`config.mk`:
```
export PLATFORM = sky130hd
export DESIGN_NAME = fbpi_top
export DESIGN_NICKNAME = d
export VERILOG_FILES = /design/src/fbpi_pkg.sv /design/src/fbpi_strap.sv /design/src/fbpi_top.sv
export SDC_FILE = /design/constraint.sdc
export NUM_CORES = 1
export LEC_CHECK = 0
export ABC_AREA = 0
export BUFFER_PORTS_ARGS = -buffer_cell sky130_fd_sc_hd__buf_2
export CAP_MARGIN = 30
export CORE_AREA = 2 2 307 309
export DETAILED_ROUTE_END_ITERATION = 7
export DIE_AREA = 0 0 309 311
export SYNTH_ARGS = -nofsm -noshare
export SYNTH_HDL_FRONTEND = slang
export SYNTH_SLANG_ARGS = --single-unit
```
`constraint.sdc`:
```
create_clock -name clk -period 8.7 [get_ports clk]
set_input_delay 1.74 -clock clk [delete_from_list [all_inputs] [get_ports clk]]
set_output_delay 1.74 -clock clk [all_outputs]
set_load 0.005 [all_outputs]
```
`src/fbpi_pkg.sv`:
```
// Purpose: Constants shared by the framebuffer memory pin interface
// Assumes: One 100 MHz clock, synchronous active-high reset
// Notes: Behaviour list below describes the pin interface
// Behaviour
// - A 128-bit two-way memory data bus carries framebuffer transfers.
// - An 8-bit boot ROM of up to 64 KB is reached over data lines 31:0.
// - ROM address on lines 15:0, data in on 31:24, write 17, read 16.
// - A dedicated ROM select output works with the shared data lines.
// - Straps are caught from the 11 address pins during host bus reset.
// - One row, one column and one write strobe serve all memories.
// - With SDRAM the second chip select carries the bank select bit.
// - Sixteen byte masks, one per byte lane, are driven.
// - Each bank has its own clock; a third clock loops back to an input.
// - A clock enable output is driven to the memories.
package fbpi_pkg;
    localparam int DATA_W = 128;
    localparam int ADDR_W = 11;
    localparam int MASK_W = 16;
    localparam int ROM_ADDR_W = 16;
    localparam int ROM_DATA_W = 8;
    localparam int ROM_ADDR_LSB = 0;
    localparam int ROM_OE_BIT = 16;
    localparam int ROM_WE_BIT = 17;
    localparam int ROM_DATA_LSB = 24;
    localparam int ROM_SPAN_W = 32;
    // ROM access phases in clock cycles
    localparam int ROM_ACCESS_NS = 120;
    localparam int CLK_NS = 10;
    localparam logic [3:0] ROM_CYCLES = 4'(
        (ROM_ACCESS_NS + CLK_NS - 1) / CLK_NS);
    localparam logic [ADDR_W-1:0] STRAP_RST = 11'h000;

    typedef enum logic [2:0] {
        ST_IDLE = 3'b001,
        ST_MEM = 3'b010,
        ST_ROM = 3'b100
    } fbpi_state_e;
endpackage : fbpi_pkg

```
`src/fbpi_strap.sv`:
```
// Purpose: Catches strap levels from the address pins during host reset
// Assumes: Host reset is synchronous to clk
// Notes: Address pins are undriven while host reset is low
`timescale 1ns/1ps
`default_nettype none
module fbpi_strap (
    // Clock and reset
    input wire logic clk,
    input wire logic srst,
    // Strap sampling
    input wire logic host_bus_reset_n,
    input wire logic [fbpi_pkg::ADDR_W-1:0] addr_pins_in,
    output logic [fbpi_pkg::ADDR_W-1:0] strap_value,
    output logic strap_valid
);
    typedef struct packed {
        logic [fbpi_pkg::ADDR_W-1:0] straps;
        logic valid;
    } fbpi_strap_s;
    fbpi_strap_s st_ff;
    fbpi_strap_s nxt_st;

    always_comb begin
        nxt_st = st_ff;
        if (!host_bus_reset_n) begin
            nxt_st.straps = addr_pins_in;
            nxt_st.valid = 1'b0;
        end else begin
            nxt_st.valid = 1'b1;
        end
    end

    always_ff @(posedge clk) begin
        if (srst) begin
            st_ff <= '{straps: fbpi_pkg::STRAP_RST, valid: 1'b0};
        end else begin
            st_ff <= nxt_st;
        end
    end

    assign strap_value = st_ff.straps;
    assign strap_valid = st_ff.valid;
endmodule : fbpi_strap
`default_nettype wire

```
`src/fbpi_top.sv`:
```
// Purpose: Pin-level framebuffer memory and boot ROM interface
// Assumes: Memory controller gives one command per cycle
// Notes: Command timing lives in the controller, not here
`timescale 1ns/1ps
`default_nettype none
module fbpi_top (
    // Clock and reset
    input wire logic clk,
    input wire logic srst,
    // Host reset and straps
    input wire logic host_bus_reset_n,
    output logic [fbpi_pkg::ADDR_W-1:0] strap_value,
    output logic strap_valid,
    // Memory command side
    input wire logic mem_req,
    input wire logic mem_write,
    input wire logic mem_ras,
    input wire logic mem_cas,
    input wire logic mem_we,
    input wire logic [1:0] mem_cs,
    input wire logic sdram_mode,
    input wire logic mem_bank,
    input wire logic mem_cke_req,
    input wire logic [fbpi_pkg::ADDR_W-1:0] mem_addr,
    input wire logic [fbpi_pkg::DATA_W-1:0] mem_wdata,
    input wire logic [fbpi_pkg::MASK_W-1:0] mem_mask,
    output logic mem_ready,
    output logic [fbpi_pkg::DATA_W-1:0] mem_rdata,
    // ROM command side
    input wire logic rom_req,
    input wire logic rom_write,
    input wire logic [fbpi_pkg::ROM_ADDR_W-1:0] rom_addr,
    input wire logic [fbpi_pkg::ROM_DATA_W-1:0] rom_wdata,
    output logic rom_ready,
    output logic rom_done,
    output logic [fbpi_pkg::ROM_DATA_W-1:0] rom_rdata,
    // Memory pins
    input wire logic [fbpi_pkg::DATA_W-1:0] mem_data_bus_in,
    output logic [fbpi_pkg::DATA_W-1:0] mem_data_bus_out,
    output logic [fbpi_pkg::DATA_W-1:0] mem_data_bus_oe,
    input wire logic [fbpi_pkg::ADDR_W-1:0] mem_addr_bus_in,
    output logic [fbpi_pkg::ADDR_W-1:0] mem_addr_bus_out,
    output logic mem_addr_bus_oe,
    output logic mem_row_strobe_n,
    output logic mem_col_strobe_n,
    output logic mem_write_strobe_n,
    output logic [1:0] mem_chip_sel_n,
    output logic [fbpi_pkg::MASK_W-1:0] mem_byte_mask,
    output logic mem_clk_bank0,
    output logic mem_clk_bank1,
    output logic mem_clk_loop_out,
    input wire logic mem_clk_loop_in,
    output logic mem_clk_en,
    output logic mem_clk_locked,
    // ROM select pin
    output logic boot_rom_sel_n
);
    localparam int RL = fbpi_pkg::ROM_DATA_LSB;
    localparam int RW = fbpi_pkg::ROM_DATA_W;

    typedef struct packed {
        fbpi_pkg::fbpi_state_e state;
        logic [3:0] cnt;
        logic rom_wr;
        logic rom_done;
        logic [RW-1:0] rom_rdata;
        logic [fbpi_pkg::ROM_ADDR_W-1:0] rom_addr;
        logic [RW-1:0] rom_wdata;
        logic ras_n;
        logic cas_n;
        logic we_n;
        logic [1:0] cs_n;
        logic cke;
        logic drive;
        logic [fbpi_pkg::ADDR_W-1:0] addr;
        logic [fbpi_pkg::DATA_W-1:0] wdata;
        logic [fbpi_pkg::MASK_W-1:0] mask;
        logic [fbpi_pkg::DATA_W-1:0] rdata;
        logic loop_seen;
    } fbpi_top_s;
    fbpi_top_s st_ff;
    fbpi_top_s nxt_st;
    logic rom_phase;
    logic host_rst_active;

    fbpi_strap u_strap (
        .clk(clk),
        .srst(srst),
        .host_bus_reset_n(host_bus_reset_n),
        .addr_pins_in(mem_addr_bus_in),
        .strap_value(strap_value),
        .strap_valid(strap_valid)
    );

    assign host_rst_active = !host_bus_reset_n;
    // Memory commands win only when no ROM cycle is open
    assign mem_ready = (st_ff.state != fbpi_pkg::ST_ROM) && !host_rst_active;
    assign rom_ready = (st_ff.state == fbpi_pkg::ST_IDLE) && !mem_req
        && !host_rst_active;

    always_comb begin
        nxt_st = st_ff;
        nxt_st.rom_done = 1'b0;
        // Loopback clock only reports that the board returns the clock
        nxt_st.loop_seen = mem_clk_loop_in;
        unique case (st_ff.state)
            fbpi_pkg::ST_IDLE, fbpi_pkg::ST_MEM: begin
                nxt_st.ras_n = 1'b1;
                nxt_st.cas_n = 1'b1;
                nxt_st.we_n = 1'b1;
                nxt_st.cs_n = 2'b11;
                nxt_st.drive = 1'b0;
                nxt_st.state = fbpi_pkg::ST_IDLE;
                nxt_st.cke = mem_cke_req;
                if (mem_req && mem_ready) begin
                    nxt_st.state = fbpi_pkg::ST_MEM;
                    nxt_st.ras_n = !mem_ras;
                    nxt_st.cas_n = !mem_cas;
                    nxt_st.we_n = !mem_we;
                    nxt_st.cs_n[0] = !mem_cs[0];
                    // SDRAM reuses the second select as bank bit
                    nxt_st.cs_n[1] = sdram_mode ? mem_bank : !mem_cs[1];
                    nxt_st.addr = mem_addr;
                    nxt_st.wdata = mem_wdata;
                    nxt_st.mask = mem_mask;
                    nxt_st.drive = mem_write;
                end else if (rom_req && rom_ready) begin
                    nxt_st.state = fbpi_pkg::ST_ROM;
                    nxt_st.cnt = fbpi_pkg::ROM_CYCLES;
                    nxt_st.rom_wr = rom_write;
                    nxt_st.rom_addr = rom_addr;
                    nxt_st.rom_wdata = rom_wdata;
                end
                if (st_ff.state == fbpi_pkg::ST_MEM && !st_ff.drive) begin
                    nxt_st.rdata = mem_data_bus_in;
                end
            end
            fbpi_pkg::ST_ROM: begin
                nxt_st.cnt = st_ff.cnt - 4'h1;
                if (st_ff.cnt == 4'h1) begin
                    nxt_st.state = fbpi_pkg::ST_IDLE;
                    nxt_st.rom_done = 1'b1;
                    nxt_st.rom_rdata = mem_data_bus_in[RL +: RW];
                end
            end
            default: begin
                nxt_st.state = fbpi_pkg::ST_IDLE;
            end
        endcase
    end

    always_ff @(posedge clk) begin
        if (srst) begin
            st_ff <= '0;
            st_ff.state <= fbpi_pkg::ST_IDLE;
            st_ff.ras_n <= 1'b1;
            st_ff.cas_n <= 1'b1;
            st_ff.we_n <= 1'b1;
            st_ff.cs_n <= 2'b11;
        end else begin
            st_ff <= nxt_st;
        end
    end

    assign rom_phase = (st_ff.state == fbpi_pkg::ST_ROM);

    // Pins: ROM cycles reuse the low 32 data lines
    always_comb begin
        mem_data_bus_out = st_ff.wdata;
        mem_data_bus_oe = {fbpi_pkg::DATA_W{st_ff.drive}};
        if (rom_phase) begin
            mem_data_bus_out = '0;
            mem_data_bus_oe = '0;
            mem_data_bus_out[fbpi_pkg::ROM_ADDR_LSB +: fbpi_pkg::ROM_ADDR_W] =
                st_ff.rom_addr;
            mem_data_bus_oe[fbpi_pkg::ROM_ADDR_LSB +: fbpi_pkg::ROM_ADDR_W] =
                '1;
            mem_data_bus_out[fbpi_pkg::ROM_OE_BIT] = st_ff.rom_wr;
            mem_data_bus_out[fbpi_pkg::ROM_WE_BIT] = !st_ff.rom_wr;
            mem_data_bus_oe[fbpi_pkg::ROM_OE_BIT] = 1'b1;
            mem_data_bus_oe[fbpi_pkg::ROM_WE_BIT] = 1'b1;
            if (st_ff.rom_wr) begin
                mem_data_bus_out[RL +: RW] = st_ff.rom_wdata;
                mem_data_bus_oe[RL +: RW] = '1;
            end
        end
    end

    // Address pins stay released while host reset holds straps
    assign mem_addr_bus_out = st_ff.addr;
    assign mem_addr_bus_oe = !host_rst_active;
    assign mem_row_strobe_n = st_ff.ras_n;
    assign mem_col_strobe_n = st_ff.cas_n;
    assign mem_write_strobe_n = st_ff.we_n;
    assign mem_chip_sel_n = st_ff.cs_n;
    assign mem_byte_mask = st_ff.mask;
    assign mem_clk_en = st_ff.cke;
    // Bank clocks are forwarded separately to limit skew and load
    assign mem_clk_bank0 = clk;
    assign mem_clk_bank1 = clk;
    assign mem_clk_loop_out = clk;
    assign mem_clk_locked = st_ff.loop_seen;
    assign boot_rom_sel_n = !rom_phase;
    assign rom_done = st_ff.rom_done;
    assign rom_rdata = st_ff.rom_rdata;
    assign mem_rdata = st_ff.rdata;
endmodule : fbpi_top
`default_nettype wire

```
## Yosys cells after proc, flatten, opt, wreduce, memory -nomap -nowiden

Cells that the tools add are included.

| operators by class | value |
|---|---|
| equality and inequality tests | 8 |
| $lt $le $gt $ge | 0 |
| bitwise operators | 2 |
| multiplexer cells | 15 |
| shifts and indexed selects | 0 |
| div/mod/pow operators | 0 |
| multipliers | 0 |
| reductions and logical operators | 23 |
| $add $sub $neg | 1 |

Operators with widths:

| cell | number |
|---|---|
| $mux W128 | 2 |
| $mux W156 | 1 |
| $mux W8 | 3 |
| $mux W5 | 2 |
| $logic_not A1 Y1 | 9 |
| $mux W9 | 1 |
| $pmux W4 S2 | 1 |
| $logic_and A1 B1 Y1 | 6 |
| $mux W3 | 2 |
| $pmux W3 S2 | 1 |
| $reduce_and A2 Y1 | 3 |
| $reduce_and A3 Y1 | 2 |
| $eq A4 B1 Y1 const B | 1 |
| $ne A2 B2 Y1 const B | 2 |
| $reduce_or A2 Y1 | 2 |
| $sub A4 B1 Y4 const B | 1 |
| $eq A3 B1 Y1 const B | 1 |
| $eq A3 B2 Y1 const B | 1 |
| $eq A3 B3 Y1 const B | 1 |
| $ne A3 B3 Y1 const B | 1 |
| $mux W1 | 2 |
| $ne A2 B1 Y1 const B | 1 |
| $not A1 Y1 | 2 |
| $reduce_bool A2 Y1 | 1 |

| storage, ports and cells | value |
|---|---|
| latch bits | 0 |
| RAM bits | 0 |
| word-level logic and storage cells | 69 |
| register bits | 344 |
| memories | 0 |
| output and inout port bits | 446 |
| input bits | 334 |
| memory bits (read-only) | 0 |

## Depth between registers and ports, before layout

| depth | value |
|---|---|
| depth in word-level cells | 7 |
| mapped depth | 8 |
| mapped depth without buffers | 5 |

## Hierarchy

Synthesis repeated with hierarchy kept, for this count alone.

| unflattened totals | value |
|---|---|
| cells, all modules | 2028 |
| area total of the unflattened synthesis | 15805.2 µm² |

By module, submodules not included:

| module | sequential area each (µm²) | instances | cells an instance | area each (µm²) |
|---|---|---|---|---|
| fbpi_top | 6646.4 | 1 | 1991 | 15391.0 |
| fbpi_strap | 240.2 | 1 | 37 | 414.1 |

==> summary.txt <==
Run status
  • Run status: complete, no violations

Die
  • Die area: 96100 sq um
  • Core Footprint: 92800 sq um
  • I/O pin cnt: 780
  • Die width: 309 um
  • Initial Util: 0.171
  • Row cnt: 112
  • Die H: 311 um

Route
  • Routed length per instance: 17.5 um
  • Drt pass-1 iters: 5
  • Vias per cell: 4.05
  • Initial drt markers: 1056
  • Vias: 15034
  • Routed Antenna Nets: 0
  • DRC Markers: 0
  • WL final: 64900 um

GRT
  • Initial antenna violation count: 20
  • Total track usage: 0.126
  • Vias in the first global route: 13814
  • Largest net degree at the start of global routing: 98
  • First-pass GRT wire length: 90500 um
  • Global route overflow: 0

Yosys
  • Mean Syn Cell Area: 7.80 sq um
  • Distinct cells, synth: 38
  • Register area share after synthesis: 0.435
  • Yosys reg bits: 344
  • Synthesis warning total: 0
  • Cell Area, Synth: 15800 sq um
  • Net Count, Synth: 2365
  • Post-synthesis instance total: 2029

Worst setup path
  • Worst Path Class, Setup: clk -> out
  • CP peak stage delay: 0.14 ns
  • Worst R2R Path Depth: 5
  • CP max stage cell: clkbuf_16
  • Critical Path AT: 4.74 ns
  • Crit-path cells: clkbuf_16, clkbuf_16, buf_2
  • Critical path peak fanout: 2
  • CP dominant cell by count: clkbuf_16
  • CP required: 6.96 ns
  • CP endpoint kind: output port
  • CP startpoint kind: clock port

STA
  • Setup TNS: 0 ns
  • Final Hold Violating Endpoints: 0
  • Slew Viols, Final: 0
  • RSZ-0062 raised after global routing: no
  • Measured slew at the worst slew-check pin: 1.02 ns
  • Worst slew margin: 0.323
  • Clock Skews: 0.0194 ns
  • Final worst slack: 2.22 ns
  • Final setup fails: 0

Placement
  • Pre-CTS setup slack: 2.51 ns
  • DP Wirelength: 46600 um
  • Placer Congestion: 0.795
  • I/O Buffers: 779

Final layout
  • P&R area growth vs syn: 28.0%
  • Fillcell total: 10471
  • NumNets Final: 2754
  • Share of layout cells above drive strength 1: 0.364

Job
  • # Max-Cap Violations: 0

Pwr
  • Pwr dens: 200 nW/um^2
  • Sequential power share: 0.408
  • Combinational Power Share: 0.104
  • Worst vdd ir: 0.146 mV
  • Switching share of power: 0.264
  • Internal power: 2.98 mW
  • Total power draw: 4.06 mW
  • Clk pwr share: 0.487
  • NetSw: 1.07 mW
  • P_leak: 8.93 nW

CTS
  • CTS tree: built
  • Worst-Skew Late Latency: 0.70 ns
  • Post-CTS resize count: 0
  • CTS clk-pin slew, worst paths: 0.05 ns
  • Post CTS Setup Buffer Count: 0
  • CTS Hold Bufs: 0

Worst hold path
  • WHS Path Cells: 2
  • Hold WC Path Type: reg -> reg
## cell type report
type,instances,area (sq um),area share
clock buffers,69,1380,0.0679
inverters,5,21.3,0.00105
clock inverters,17,195,0.00964
repair buffers,802,4150,0.205
well taps,1254,1570,0.0775
diodes,10,25.0,0.00124
flip-flops and latches,344,6890,0.340
multi-input cells,1214,6030,0.298
## worst max-delay path, delay by kind of cell
family	cells	cell delay (ns)
buf+inv	3	0.39
## per-layer routing
| layer | track usage | wire length [um] |
|---|---|---|
| met4 | 0.0595 | 2750 |
| met1 | 0.142 | 25300 |
| met3 | 0.0499 | 6340 |
| met5 | 0 | 111 |
| met2 | 0.208 | 30400 |
## logic make-up (layout without fill, tap and decap cells)
logic type               count (synthesis)  in the layout  synth area share
other                                    0             10                 0
AND/OR/NAND/NOR                        671            671             0.197
buffers and inverters                  471            893             0.188
XOR/XNOR                                 2              2           0.00158
flip-flops                             344            344             0.435
multiplexers                            11             11           0.00696
AO/OA/AOI/OAI                          528            528             0.170
adder cells (fa/ha/maj)                  2              2           0.00158
## path summary, 6_finish.rpt
path | from | to | slack (ns)
worst max-delay path | clk | mem_clk_loop_out | 2.22
worst min-delay path | mem_rdata[24] | mem_rdata[24] | 0.45
worst min register to register | mem_rdata[24] | mem_rdata[24] | 0.45
worst max register to register | st_ff[330] | mem_rdata[21] | 5.64
## placed cells by master, fill, tap and decap left out, drive strengths merged, types with 8 or more instances in the layout
master,n
o21ai,191
a21oi,322
buf,805
nand2,331
dfxtp,344
a21o,8
and2,103
mux2i,11
nand3,202
nor2,14
inv,9
clkbuf,66
diode,10
## cells in the mapped netlist
master | n | area share
and3_1 | 1 | 0.00040
buf_2 | 54 | 0.017
inv_2 | 1 | 0.00024
a21o_1 | 8 | 0.0038
nor2b_1 | 3 | 0.0012
mux2i_1 | 11 | 0.0070
clkbuf_1 | 105 | 0.025
and2_1 | 103 | 0.041
ha_1 | 2 | 0.0016
nor4b_1 | 2 | 0.0011
nor4_1 | 1 | 0.00040
a211oi_1 | 1 | 0.00047
nor3_1 | 3 | 0.00095
nand3_1 | 202 | 0.064
o211ai_1 | 2 | 0.00095
or3b_2 | 1 | 0.00055
a21oi_1 | 322 | 0.10
xnor2_2 | 1 | 0.0010
nor3b_2 | 1 | 0.00079
o21ai_0 | 191 | 0.060
nand3b_1 | 1 | 0.00047
buf_4 | 305 | 0.14
and3b_1 | 1 | 0.00055
inv_1 | 4 | 0.00095
o21bai_1 | 1 | 0.00047
nor3b_1 | 1 | 0.00047
a221oi_1 | 1 | 0.00055
nor2_1 | 14 | 0.0033
or4b_1 | 1 | 0.00063
nand4bb_1 | 1 | 0.00071
buf_1 | 2 | 0.00047
a31o_2 | 1 | 0.00055
nor4bb_1 | 1 | 0.00063
a311oi_1 | 1 | 0.00055
nand2_1 | 331 | 0.079
nand2b_1 | 3 | 0.0012
xor2_1 | 1 | 0.00055
dfxtp_1 | 344 | 0.44
## state kept, by name (all words and copies together) (netlist names)
register,cells
mem_clk_locked,1
mem_addr_bus_out,11
rom_done,1
mem_row_strobe_n,1
st_ff,161
mem_clk_en,1
mem_write_strobe_n,1
mem_chip_sel_n,2
mem_byte_mask,16
mem_rdata,128
mem_col_strobe_n,1
u_strap.strap_valid,1
rom_rdata,8
u_strap.strap_value,11
## through the flow
stage               instances  hold WS [ns]  utilization  cell area, sq um
floorplan                2029         0.437            -             15800
finish                   3715         0.448        0.218             20200
global route             3711         0.464        0.218             20200
global placement         3618         0.439        0.200             18600
detailed placement       3621         0.443        0.201             18600
CTS                      3704         0.450        0.218             20200
## power groups by stage
stage	registers [mW]	logic, mW	clock network (mW)
finish	1.66	0.424	1.98
global route	1.66	0.468	2.11
CTS	1.65	0.428	2.06
detailed placement	1.69	0.426	0.0150
global placement	1.69	0.422	0.0150
floorplan	1.68	0.252	0.0224
Note: power is estimated with default switching activity, not from simulation.
